<file path="config.mk">
export PLATFORM = sky130hd
export DESIGN_NAME = fsw_status_update
export DESIGN_NICKNAME = d
export VERILOG_FILES = /design/src/hdl/fsw_pkg.sv /design/src/hdl/fsw_cond_if.sv /design/src/hdl/fsw_cond_decode.sv /design/src/hdl/fsw_status_update.sv
export VERILOG_INCLUDE_DIRS = /design/src /design/src/hdl
export SDC_FILE = /design/constraint.sdc
export NUM_CORES = 1
export LEC_CHECK = 0
export ABC_AREA = 1
export BUFFER_PORTS_ARGS = -buffer_cell sky130_fd_sc_hd__buf_2
export CORE_MARGIN = 2
export CORE_UTILIZATION = 38
export DETAILED_ROUTE_END_ITERATION = 6
export GPL_TIMING_DRIVEN = 0
export PLACE_DENSITY = 0.84
export RECOVER_POWER = 25
export SYNTH_ARGS = -nofsm -noshare
export SYNTH_HDL_FRONTEND = slang
export SYNTH_SLANG_ARGS = --single-unit
</file>
<file path="constraint.sdc">
create_clock -name mclk_in -period 1.05 [get_ports mclk_in]
set_input_delay 0 -clock mclk_in [delete_from_list [all_inputs] [get_ports mclk_in]]
set_output_delay 0 -clock mclk_in [all_outputs]
set_load 0.01 [all_outputs]
</file>
<file path="src/hdl/fsw_regs.svh">
`ifndef FSW_REGS_SVH
`define FSW_REGS_SVH
// status word field positions
`define FSW_INVALID_BIT 0
`define FSW_DENORMAL_BIT 1
`define FSW_DIVZERO_BIT 2
`define FSW_OVERFLOW_BIT 3
`define FSW_UNDERFLOW_BIT 4
`define FSW_INEXACT_BIT 5
`define FSW_STACK_FAULT_BIT 6
`define FSW_SUMMARY_BIT 7
`define FSW_COND0_BIT 8
`define FSW_COND1_BIT 9
`define FSW_COND2_BIT 10
`define FSW_TOP_LSB 11
`define FSW_TOP_MSB 13
`define FSW_COND3_BIT 14
`define FSW_BUSY_MIRROR_BIT 15
`define FSW_NUM_EXC 6
`define FSW_RESET_VALUE 16'h0000
`endif

</file>
<file path="src/hdl/fsw_pkg.sv">
`default_nettype none
package fsw_pkg;
   // instruction classes reported by the pipeline at completion
   typedef enum logic [3:0] {
      CLASS_NONE = 4'h0,
      CLASS_COMPARE = 4'h1,
      CLASS_COMPARE_INT = 4'h2,
      CLASS_EXAMINE = 4'h3,
      CLASS_PREM = 4'h4,
      CLASS_ARITH = 4'h5,
      CLASS_TRIG = 4'h6,
      CLASS_LOAD = 4'h7,
      CLASS_RESTORE = 4'h8,
      CLASS_MISC = 4'h9,
      CLASS_INIT = 4'ha,
      CLASS_CLEAR_EXC = 4'hb
   } instr_class_t;

   typedef struct packed {
      logic [2:0] cond_hi;   // cond_bit_three, cond_bit_two, cond_bit_zero
      logic cond_bit_one;
      logic stack_fault_flag;
      logic [5:0] exc_flags;
      logic [2:0] top;
   } fsw_state_t;
endpackage
`default_nettype wire

</file>
<file path="src/hdl/fsw_cond_if.sv">
`timescale 1ns/10ps
`default_nettype none
// condition-code proposal from the decoder to the status register
interface fsw_cond_if;
   logic write_hi;
   logic [2:0] cond_hi;
   logic write_one;
   logic cond_one;
   modport decoder (output write_hi, output cond_hi, output write_one, output cond_one);
   modport status (input write_hi, input cond_hi, input write_one, input cond_one);
endinterface
`default_nettype wire

</file>
<file path="src/hdl/fsw_cond_decode.sv">
`timescale 1ns/10ps
`default_nettype none
`include "fsw_regs.svh"
module fsw_cond_decode (
   input wire fsw_pkg::instr_class_t iclass_in,
   input wire logic [2:0] cmp_code_in,
   input wire logic sign_in,
   input wire logic [2:0] class_code_in,
   input wire logic prem_incomplete_in,
   input wire logic [2:0] quotient_in,
   input wire logic range_exceeded_in,
   input wire logic round_up_in,
   input wire logic inexact_in,
   input wire logic stack_fault_in,
   input wire logic stack_overflow_in,
   input wire logic [3:0] image_cond_in,
   fsw_cond_if.decoder cif
);
   // cond_bit_one for classes that report rounding or a stack fault
   function automatic logic round_or_fault(input logic sf, input logic ovf,
                                           input logic ru, input logic px);
      if (sf) begin
         round_or_fault = ovf;
      end else begin
         round_or_fault = px & ru;
      end
   endfunction

   always_comb begin
      cif.write_hi = 1'b0;
      cif.cond_hi = 3'h0;
      cif.write_one = 1'b0;
      cif.cond_one = 1'b0;
      // undefined bits keep their old value: write strobe stays low
      case (iclass_in)
         fsw_pkg::CLASS_COMPARE: begin
            cif.write_hi = 1'b1;
            cif.cond_hi = cmp_code_in;
            cif.write_one = 1'b1;
            cif.cond_one = stack_fault_in & stack_overflow_in;
         end
         fsw_pkg::CLASS_EXAMINE: begin
            cif.write_hi = 1'b1;
            cif.cond_hi = class_code_in;
            cif.write_one = 1'b1;
            cif.cond_one = sign_in;
         end
         fsw_pkg::CLASS_PREM: begin
            cif.write_hi = 1'b1;
            // order is {three, two, zero}: quotient mid, incomplete, quotient high
            cif.cond_hi = {quotient_in[1], prem_incomplete_in, quotient_in[2]};
            cif.write_one = 1'b1;
            cif.cond_one = stack_fault_in ? stack_overflow_in : quotient_in[0];
         end
         fsw_pkg::CLASS_ARITH: begin
            cif.write_one = 1'b1;
            cif.cond_one = round_or_fault(stack_fault_in, stack_overflow_in,
                                          round_up_in, inexact_in);
         end
         fsw_pkg::CLASS_TRIG: begin
            cif.write_hi = 1'b1;
            cif.cond_hi = 3'h0;
            cif.cond_hi[1] = range_exceeded_in;
            cif.write_one = 1'b1;
            cif.cond_one = round_or_fault(stack_fault_in, stack_overflow_in,
                                          round_up_in, inexact_in);
         end
         fsw_pkg::CLASS_LOAD: begin
            cif.write_one = 1'b1;
            cif.cond_one = stack_fault_in & stack_overflow_in;
         end
         fsw_pkg::CLASS_RESTORE: begin
            cif.write_hi = 1'b1;
            cif.cond_hi = {image_cond_in[3], image_cond_in[2], image_cond_in[0]};
            cif.write_one = 1'b1;
            cif.cond_one = image_cond_in[1];
         end
         fsw_pkg::CLASS_INIT: begin
            cif.write_hi = 1'b1;
            cif.write_one = 1'b1;
         end
         default: begin
            cif.write_hi = 1'b0;
         end
      endcase
   end
endmodule
`default_nettype wire

</file>
<file path="src/hdl/fsw_status_update.sv">
`timescale 1ns/10ps
`default_nettype none
`include "fsw_regs.svh"
// Behaviour
// - with invalid and stack fault set, cond one is 1 overflow, 0 underflow
// - inexact result with upward final rounding sets cond one to 1
// - examine writes operand sign to cond one and class to others
// - partial remainder sets cond two when incomplete, clears when complete
// - completed remainder loads quotient bits 2,1,0 into cond 0,3,1
// - trig instructions set cond two when source exceeds two to the 63rd
// - six sticky exception flags held in status bits 0 to 5
// - summary bit 7 set by any unmasked flag; masked flags still set
// - flags stay until clear, init or restore overwrite
// - bit 15 always mirrors the summary bit
// - compare writes outcome to cond 0,2,3; cond one 0 unless fault
// - integer-flag compares leave all condition bits undefined
// - arithmetic leaves 0,2,3 undefined; cond one rounding or fault
// - load-type instructions: cond one is 0 unless stack fault
// - environment or state restore loads condition bits from the image
// - misc instructions leave bits undefined; init clears them
// - stack fault flag bit 6 set on overflow or underflow, cleared only by init, clear or restore
// - stack fault flag stays set until init, clear or restore
// - top-of-stack pointer kept in status bits 11 to 13
// - control-word mask bits 0 to 5 gate the summary bit
module fsw_status_update (
   input wire logic mclk_in,
   input wire logic rst_n_in,
   input wire logic complete_in,
   input wire fsw_pkg::instr_class_t iclass_in,
   input wire logic [5:0] exc_detect_in,
   input wire logic stack_fault_in,
   input wire logic stack_overflow_in,
   input wire logic round_up_in,
   input wire logic [2:0] cmp_code_in,
   input wire logic sign_in,
   input wire logic [2:0] class_code_in,
   input wire logic prem_incomplete_in,
   input wire logic [2:0] quotient_in,
   input wire logic range_exceeded_in,
   input wire logic [15:0] image_in,
   input wire logic top_write_in,
   input wire logic [2:0] top_in,
   input wire logic [5:0] ctrl_mask_in,
   output logic [15:0] fpu_status_word_out
);
   fsw_pkg::fsw_state_t state;
   fsw_pkg::fsw_state_t next_state;
   logic [15:0] next_word;
   logic next_summary;
   fsw_cond_if cif ();
   logic done_fault;

   assign done_fault = complete_in & stack_fault_in;

   fsw_cond_decode decode_i (
      .iclass_in(complete_in ? iclass_in : fsw_pkg::CLASS_NONE),
      .cmp_code_in(cmp_code_in),
      .sign_in(sign_in),
      .class_code_in(class_code_in),
      .prem_incomplete_in(prem_incomplete_in),
      .quotient_in(quotient_in),
      .range_exceeded_in(range_exceeded_in),
      .round_up_in(round_up_in),
      .inexact_in(exc_detect_in[`FSW_INEXACT_BIT]),
      .stack_fault_in(stack_fault_in),
      .stack_overflow_in(stack_overflow_in),
      .image_cond_in({image_in[`FSW_COND3_BIT], image_in[`FSW_COND2_BIT],
                      image_in[`FSW_COND1_BIT], image_in[`FSW_COND0_BIT]}),
      .cif(cif)
   );

   always_comb begin
      next_state = state;
      if (complete_in) begin
         case (iclass_in)
            fsw_pkg::CLASS_INIT, fsw_pkg::CLASS_CLEAR_EXC: begin
               next_state.exc_flags = 6'h00;
               next_state.stack_fault_flag = 1'b0;
            end
            fsw_pkg::CLASS_RESTORE: begin
               next_state.exc_flags = image_in[5:0];
               next_state.stack_fault_flag = image_in[`FSW_STACK_FAULT_BIT];
            end
            default: begin
               next_state.exc_flags = state.exc_flags | exc_detect_in;
               // a stack fault is an invalid operation too
               if (stack_fault_in) begin
                  next_state.exc_flags[`FSW_INVALID_BIT] = 1'b1;
               end
               // set only here and by restore from the image: invalid-operand alone leaves it alone
               next_state.stack_fault_flag = state.stack_fault_flag | done_fault;
            end
         endcase
         if (iclass_in == fsw_pkg::CLASS_INIT) begin
            next_state.top = 3'h0;
         end else if (iclass_in == fsw_pkg::CLASS_RESTORE) begin
            next_state.top = image_in[`FSW_TOP_MSB:`FSW_TOP_LSB];
         end
      end
      if (top_write_in) begin
         next_state.top = top_in;
      end
      if (cif.write_hi) begin
         next_state.cond_hi = cif.cond_hi;
      end
      if (cif.write_one) begin
         next_state.cond_bit_one = cif.cond_one;
      end
      next_summary = |(next_state.exc_flags & ~ctrl_mask_in);
      next_word = `FSW_RESET_VALUE;
      next_word[5:0] = next_state.exc_flags;
      next_word[`FSW_STACK_FAULT_BIT] = next_state.stack_fault_flag;
      next_word[`FSW_SUMMARY_BIT] = next_summary;
      next_word[`FSW_COND0_BIT] = next_state.cond_hi[0];
      next_word[`FSW_COND1_BIT] = next_state.cond_bit_one;
      next_word[`FSW_COND2_BIT] = next_state.cond_hi[1];
      next_word[`FSW_TOP_MSB:`FSW_TOP_LSB] = next_state.top;
      next_word[`FSW_COND3_BIT] = next_state.cond_hi[2];
      next_word[`FSW_BUSY_MIRROR_BIT] = next_summary;
   end

   always_ff @(posedge mclk_in) begin
      if (!rst_n_in) begin
         state <= '0;
         fpu_status_word_out <= `FSW_RESET_VALUE;
      end else begin
         state <= next_state;
         fpu_status_word_out <= next_word;
      end
   end
endmodule
`default_nettype wire

</file>
==> results of run 1 <==
[Yosys cell counts]
master / n
sky130_fd_sc_hd__a211oi_1: 1
sky130_fd_sc_hd__a21oi_1: 6
sky130_fd_sc_hd__a21oi_2: 2
sky130_fd_sc_hd__a31oi_1: 4
sky130_fd_sc_hd__buf_2: 3
sky130_fd_sc_hd__buf_4: 1
sky130_fd_sc_hd__dfxtp_1: 15
sky130_fd_sc_hd__inv_1: 18
sky130_fd_sc_hd__inv_2: 2
sky130_fd_sc_hd__nand2_1: 50
sky130_fd_sc_hd__nand2_2: 1
sky130_fd_sc_hd__nand2_4: 2
sky130_fd_sc_hd__nand3_1: 24
sky130_fd_sc_hd__nand3b_1: 2
sky130_fd_sc_hd__nand4_1: 4
sky130_fd_sc_hd__nor2_1: 15
sky130_fd_sc_hd__nor2_2: 4
sky130_fd_sc_hd__nor2_4: 2
sky130_fd_sc_hd__nor3_1: 2
sky130_fd_sc_hd__o21ai_0: 3
sky130_fd_sc_hd__o21ai_2: 1
sky130_fd_sc_hd__o2bb2ai_1: 2
sky130_fd_sc_hd__or2_2: 10
[area by class of cell]
class | instances | area [um^2] | area share [%]
Buffer | 4 | 22.5 | 1.46
Sequential cell | 15 | 304 | 19.8
Clock buffer | 3 | 22.5 | 1.46
Inverter | 20 | 75.1 | 4.88
Tap cell | 31 | 38.8 | 2.52
Clock inverter | 1 | 5.00 | 0.325
Multi-Input combinational cell | 135 | 697 | 45.3
Timing Repair Buffer | 72 | 373 | 24.2
[placed cells by master, fill, tap and decap left out, types with 4 or more instances in the layout]
cell type and n:
sky130_fd_sc_hd__nand2_1 49, sky130_fd_sc_hd__buf_2 64, sky130_fd_sc_hd__nand4_1 4, sky130_fd_sc_hd__a21oi_1 6, sky130_fd_sc_hd__nor2_2 4, sky130_fd_sc_hd__a31oi_1 4, sky130_fd_sc_hd__or2_2 6, sky130_fd_sc_hd__clkbuf_1 6
sky130_fd_sc_hd__nand3_1 22, sky130_fd_sc_hd__inv_1 18, sky130_fd_sc_hd__nor2_1 15, sky130_fd_sc_hd__dfxtp_1 12, sky130_fd_sc_hd__or2_4 4
[stage by stage]
step           setup TNS (ns)  area [um^2]  cells
5_1_grt                -0.279         1540    281
3_5_place_dp           -0.727         1460    272
2_1_floorplan        -0.00135         1080    174
4_1_cts               -0.0419         1530    280
6_report               -0.134         1540    281
3_3_place_gp           -0.646         1460    272
[logic make-up (layout without fill, tap and decap cells)]
family                 Yosys count  in the layout  synth area share, %
DFF                             15             15                 28.0
buffers and inverters           24            100                 9.10
AOI/OAI and AO/OA               19             19                 11.3
and+or+nand+nor                116            116                 51.6
[power groups by stage]
stage                     logic (mW)  clock network (mW)  registers [mW]
after CTS                      0.432               0.351           0.633
after global routing           0.486               0.386           0.638
after floorplan                0.211                   0           0.662
after detailed placement       0.415                   0           0.644
after global placement         0.409                   0           0.644
final                          0.433               0.340           0.632
[layer usage]
layer  up-vias  share of wire (%)  routed length [um]  track usage [%]
met2        53                 48                1420             32.0
met1       600                 43                1260             22.9
met5         -                  0                   0                0
met4         0                  0                   0             2.66
li1        715                  -                   -                -
met3         0                9.5                 281             7.03
[worst max-delay path: cells and delay by family (launching register included)]
kind / cells / cell delay, ns
DFF: 1 / 0.34
and+or+nand+nor: 5 / 0.42
buffers and inverters: 2 / 0.25
[worst max path at each step]
stage / start / endpoint / slack (ns) / cells after the start
after floorplan: fpu_status_word_out[1]$_SDFF_PN0_ / fpu_status_word_out[7]$_SDFF_PN0_ / -0.001 / 7
after global placement: iclass_in[0] / fpu_status_word_out[8]$_SDFFE_PN0P_ / -0.13 / 9
after detailed placement: iclass_in[0] / fpu_status_word_out[14]$_SDFFE_PN0P_ / -0.14 / 9
after CTS: fpu_status_word_out[1]$_SDFF_PN0_ / fpu_status_word_out[7]$_SDFF_PN0_ / -0.04 / 7
after global routing: fpu_status_word_out[1]$_SDFF_PN0_ / fpu_status_word_out[7]$_SDFF_PN0_ / -0.16 / 7
final: fpu_status_word_out[1]$_SDFF_PN0_ / fpu_status_word_out[1]$_SDFF_PN0_ / -0.07 / 7
[what timing repair did]
action	4_1_cts	5_1_grt
setup endpoints to repair	1	2
buffers inserted	1	1
hold endpoints to repair	3	0
gates resized for setup	3	2
hold buffers	3	0
pin swaps	9	4
gates cloned	0	0
==> results summary, run 1 <==
The final max-slew violation count came out at 0. The clock-pin slew on the worst setup and hold paths came out at around 0.1 ns. STA classifies the critical path endpoint as a flop. In this run the critical register-to-register path is launched from fpu_status_word_out[1]$_SDFF_PN0_. Between clock sinks in the finished design, the worst skew comes to between 0.0004 and 0.0005 ns. The worst hold path terminates at fpu_status_word_out[11]$_SDFFE_PN0P_. The source-to-sink clock delay at the later pin of the worst-skew pair came out at 0.29 ns. The logic depth of the worst register-to-register path is 7. The fill cell total of the finished layout came out at 318. The proportion of synthesized chip area in sequential cells is approximately 28%. The number of cells on the worst hold path is 3. The total track usage is roughly a fifth. In the final design database the tool counted 305 nets. The number of port buffers came out at 67. The number of cells produced by synthesis came out at 174. The setup slack after layout came out at -0.0720 ns. The number of rows in the core area came out at 19. The analysis attributes to cell leakage a power of 0.847 nW. The path class of the tightest hold or removal check is in2reg. The final-layout worst hold slack is 0.0157 ns. The share of the core filled with cells in the final layout is roughly 57%. The end of the worst register-to-register path is fpu_status_word_out[1]$_SDFF_PN0_. In this run the power spent charging and discharging nets is around 0.44 mW. The starting density of the core is between 30% and 40%. The number of warnings issued by yosys is 0.

The most numerous cell type found on the critical path is sky130_fd_sc_hd__buf_4. Entering global routing, the biggest net connects 11 pins. The maximum ir drop on the vdd rail came out at roughly 800 uV. The number of antenna violations at the first check in global routing is 0. The number of antenna repair diodes came out at 0. The number of vias per cell came out at roughly 5. The TritonCTS buffer count is 3.

Headroom to the max-slew limit came out at between 70% and 80%. Clock tree synthesis selected as its root buffer the cell sky130_fd_sc_hd__clkbuf_4. The largest registers in the layout are fpu_status_word_out: 15 flops. The number of global-route vias before repair came out at around 1.2k. The synthesized design contains 15 register bits.

In this run the biggest area consumer among cell types represents around 28% of the synthesized area. The worst-margin pin slew is between 0.4 and 0.5 ns. The run finished, with violations left.

Timing analysis after detailed placement gives a worst setup slack of -0.142 ns. The achievable frequency is approximately 0.89 GHz. The number of buffers between clock root and the deepest sink came out at 2.

The switching power as a share of total power came out at between 30% and 40%. The die span in y came out at around 57 um. The sequential share of power is ~45%. The number of clock sinks is 15.

The power density over the cells came out at between 900 and 1000 nW/um^2. The die span in x came out at 57.1 um. The worst register-to-register path has a setup slack of -0.07 ns.

Wires add up to approximately 3.0 mm. Ranked by flip-flop count, first place goes to fpu_status_word_out. Data on the critical path is required at its endpoint by 1.24 ns. STA classifies the critical path startpoint as a flop. After the first detailed-routing iteration, the DRC count stood at 37. The combined area of all synthesized cells is 1070 um^2.

The hold violation total from the final report is 0. In this run the number of H-tree levels came out at 1. The final reports fail on negative setup slack.

Setup repair after global routing could not meet its margin everywhere. The critical path goes through or2_4 -> nand2_2 -> nand3_2 -> buf_4 -> buf_4 -> nand2_1 -> nor2_1. The wire length per cell after detailed routing is 10.5 um. The count of cell types in the netlist is 23. The ratio of final minimum period to clock period came out at 107%. The first-pass iteration count of the detailed router is 4. The cell with the largest stage delay on the worst path is sky130_fd_sc_hd__dfxtp_2. The post-synthesis net count is 228. The post-layout total power came out at 1.41 mW. The worst hold path begins at image_in[11]. The peak per-stage delay on the critical path is about 0.34 ns. The detailed router placed 1368 vias in this run.

The biggest area contributor in the post-synthesis netlist is sky130_fd_sc_hd__dfxtp_1. The flip-flop count of the largest register after layout came out at 15. The power share of the combinational group is a little under a third. The global-route wire length before repair came out at just under 5 mm.

In this run the count of I/O pins placed on the die edge is 70. The floorplan core area came out at 2710 um^2. The synthesis-to-finish area growth came out at 43.4%.

The placed wire-length estimate came out at about 2.4 mm. The share of total power in the clock network is about a quarter. Cells with a size suffix above 1 make up ~40% of the layout. Setup violations remaining at the end of the flow were counted as 2.

The critical path data arrival time is ~1.3 ns. The antenna violation net count after detailed routing is 0. The TritonCTS clock tree is built.

The class of the most critical setup path is reg2reg. The synthesized area per cell is between 6 and 7 um^2. The minimum clock period came out at 1.12 ns. Sorting the synthesized cells by area gives the leading types as sky130_fd_sc_hd__dfxtp_1, sky130_fd_sc_hd__nand2_1, sky130_fd_sc_hd__nand3_1, sky130_fd_sc_hd__inv_1, sky130_fd_sc_hd__or2_2.

Cell internal power was estimated by the tool at between 0.9 and 1 mW. The tool flagged a number of max-cap violations equal to 0. The final weighted congestion of routability-driven global placement came out at ~0.89. The maximum net fanout on the critical path is 3. After global routing the overflow that remains totals 0. The area of the die is between 3000 and 4000 um^2. The remaining design rule violation count came out at 0.
Note: power is estimated with default switching activity, not from simulation.
==> run 2: changes to the inputs <==
==> constraint.sdc (replaced) <==
create_clock -name mclk_in -period 1.05 [get_ports mclk_in]
set_input_delay 0.105 -clock mclk_in [delete_from_list [all_inputs] [get_ports mclk_in]]
set_output_delay 0.105 -clock mclk_in [all_outputs]
set_load 0.01 [all_outputs]
==> run 2 against run 1 <==
  * Maximum frequency about the same
  * Final cell count down 1.1%
  * Core utilization shrank 0.65 points
  * Die area unchanged
  * Wire length fell by 0.24%
  * Register-to-register slack barely moved
  * Largest power group unchanged
  * Clock power barely moved
  * Via count is 1.0% lower
  * Design area shrank 1.1%
  * Highest routed layer unchanged
  * First-iteration DRC count grew 5.4%
  * Total power fell by 0.13%
  * The run still ends with negative setup slack left
  * Non-clock buffer count shrank 3
==> results summary, run 2 (synthesis gave the netlist of run 1 again) <==
The remaining global-route overflow is 0. The class of the most critical setup path is reg2reg. The number of antenna violations at the first check in global routing came to 0. The flow ran to the end, but the final reports show violations. The routed via count is 1354. The achievable frequency came out at approximately 0.9 GHz. The number of nets in the finished design is approximately 300. The first global-routing pass estimated 4.82 mm of wire. Leaving out fill and tap cells, the most frequent cell in the layout is sky130_fd_sc_hd__buf_2.

The peak per-stage delay on the critical path is 0.34 ns. The post-route non-filler standard cell count came out at 278. The fill cell total of the finished layout came out at between 300 and 400. The critical path data arrival time is around 1.3 ns. The share of the core filled with cells in the final layout came out at between 50% and 60%. The number of cells on the worst hold path is 3. The tool flagged a number of max-cap violations equal to 0. The wire length per cell after detailed routing came out at 10.6 um. The first-pass iteration count of the detailed router came out at 4. 0 antenna diodes ended up in the layout. The ratio of final minimum period to clock period came out at 107%.

The data required time of the worst path is 1.24 ns. The number of DRC markers in iteration 0 came out at 39. STA classifies the critical path startpoint as a flop. The final reports fail on negative setup slack. The number of rows in the core area is 19.

The max-slew headroom at the worst pin is roughly four fifths. Relative to the synthesized area, the layout overhead comes to 41.8%. In the final layout, the registers with the most flip-flops are fpu_status_word_out: 15 flops. The number of ports placed on the die boundary is 70. After layout, the worst setup slack is -0.0731 ns. After floorplanning, the core was sized to cover approximately 2700 um^2. The end of the worst register-to-register path is fpu_status_word_out[1]$_SDFF_PN0_. The most used cell along the critical path is sky130_fd_sc_hd__buf_4. The power density over the cells came out at about 920 nW/um^2. The type of the most critical hold path is in2reg. The setup slack of the most critical reg-to-reg path is -0.07 ns.

Of the cells placed in the final design, the portion with a size suffix greater than 1 is between 40% and 50%. The leakage power figure came out at about 0.86 nW. TritonCTS created 3 clock buffers. The worst register-to-register path begins at fpu_status_word_out[1]$_SDFF_PN0_. After legalization and detailed placement, the total HPWL measured 2.38 mm.

Measured in cells, the most critical reg-to-reg path has a length of 7. The buffer cell driving the clock tree root is sky130_fd_sc_hd__clkbuf_4. Once the floorplan was initialized, standard cells occupied between 30% and 40% of the core. The minimum clock period is about 1.1 ns. The remaining design rule violation count is 0.

The number of global-route vias before repair came out at 1196. The number of clock sinks is 15. The area of the die is approximately 3300 um^2. The library cells used most frequently in the layout, excluding fill and tap cells, are sky130_fd_sc_hd__buf_2, sky130_fd_sc_hd__nand2_1, sky130_fd_sc_hd__nand3_1. The number of buffers between clock root and the deepest sink is 2. The number of hold buffers added after CTS was 0. The source-to-sink clock delay at the later pin of the worst-skew pair came out at around 0.29 ns. After detailed routing, the number of vias per cell comes to 4.87.

The final max-slew violation count is 0. The total detailed-routing wirelength is 2.96 mm. The register with the most flip-flops in the final layout is fpu_status_word_out. The largest net degree at the start of global routing is 11. The most critical setup path has its endpoint at fpu_status_word_out[1]$_SDFF_PN0_. Along the worst path, the maximum fanout reaches 3. The flip-flop count of the largest register after layout is 15. STA classifies the critical path endpoint as a flop. In this run the worst setup path begins at fpu_status_word_out[1]$_SDFF_PN0_.

At the pin with the least slew margin, the transition time is 0.307 ns. After detailed placement, the design holds a cell count of around 270. Among all stages on the critical path, the largest delay is contributed by sky130_fd_sc_hd__dfxtp_2. The number of port buffers is 67. The final weighted congestion of routability-driven global placement came out at about 0.9. The TritonCTS clock tree is built. The worst hold path begins at top_in[0].

Setup violations remaining at the end of the flow were counted as 2. The total track usage is between 15 and 20%. After clock tree synthesis, the clock-pin slew on the worst setup and hold paths is roughly 0.11 ns. The die span in x came out at around 57 um. The worst-case IR drop observed on VDD is around 800 uV. Traced cell by cell, the critical path runs through or2_4 -> nand2_2 -> nand3_2 -> buf_4 -> buf_4 -> nand2_1 -> nor2_1. The worst clock skew on the final layout came out at about 0.00047 ns. The hold violation total from the final report is 0. The H-tree depth reported by CTS came out at 1. The die is roughly 57 um tall. Setup repair after global routing could not meet its margin everywhere. The antenna violation net count after detailed routing is 0.
## run 2: worst min-delay path by stage
| stage | to | slack, ns |
|---|---|---|
| after global routing | fpu_status_word_out[11]$_SDFFE_PN0P_ | 0.09 |
| after detailed placement | fpu_status_word_out[11]$_SDFFE_PN0P_ | 0.39 |
| after global placement | fpu_status_word_out[11]$_SDFFE_PN0P_ | 0.39 |
| after CTS | fpu_status_word_out[11]$_SDFFE_PN0P_ | 0.08 |
| final | fpu_status_word_out[11]$_SDFFE_PN0P_ | 0.1 |
| after floorplan | fpu_status_word_out[11]$_SDFFE_PN0P_ | 0.27 |
## run 2: per-stage QoR
stage | setup TNS [ns] | hold WS (ns) | power, mW | area, um^2 | worst slack [ns]
floorplan | -0.00135 | 0.267 | 0.873 | 1080 | -0.00135
global placement | -1.57 | 0.388 | 1.05 | 1460 | -0.234
detailed placement | -1.69 | 0.390 | 1.06 | 1460 | -0.247
CTS | -0.0419 | 0.0842 | 1.41 | 1500 | -0.0419
global route | -0.280 | 0.0918 | 1.51 | 1520 | -0.162
finish | -0.136 | 0.0983 | 1.40 | 1520 | -0.0731
## run 2: what timing repair did
item,4_1_cts,5_1_grt
setup endpoints to repair,1,5
resized for setup,3,3
pin swaps,9,4
gates cloned,0,0
endpoints found under the hold margin,0,0
buffers inserted,1,1
## run 2: report_power, final
part | internal [mW] | leakage, nW | switching [mW]
Clock | 0.142 | 0.0177 | 0.200
Combinational | 0.205 | 0.713 | 0.224
Sequential | 0.610 | 0.125 | 0.0225
Total | 0.957 | 0.856 | 0.446
## run 2: routing by layer
metal | wire [um] | track usage [%] | vias to the layer above
li1 | - | - | 710
met1 | 1240 | 22.9 | 588
met2 | 1420 | 31.5 | 56
met3 | 298 | 7.03 | 0
met4 | 0 | 2.66 | 0
met5 | 0 | 0 | -
## run 2: critical path: cells and delay by family, from the launching register on
kind	cells	cell delay, ns
AND/OR/NAND/NOR	5	0.42
flip-flops	1	0.34
buffers and inverters	2	0.25
## run 2: cell type report
class | count | area, um^2 | area share, %
Timing Repair Buffer | 69 | 349 | 23.0
Clock inverter | 1 | 5.00 | 0.329
Inverter | 20 | 75.1 | 4.94
Multi-Input combinational cell | 135 | 702 | 46.2
Buffer | 4 | 22.5 | 1.48
Tap cell | 31 | 38.8 | 2.55
Clock buffer | 3 | 22.5 | 1.48
Sequential cell | 15 | 305 | 20.1
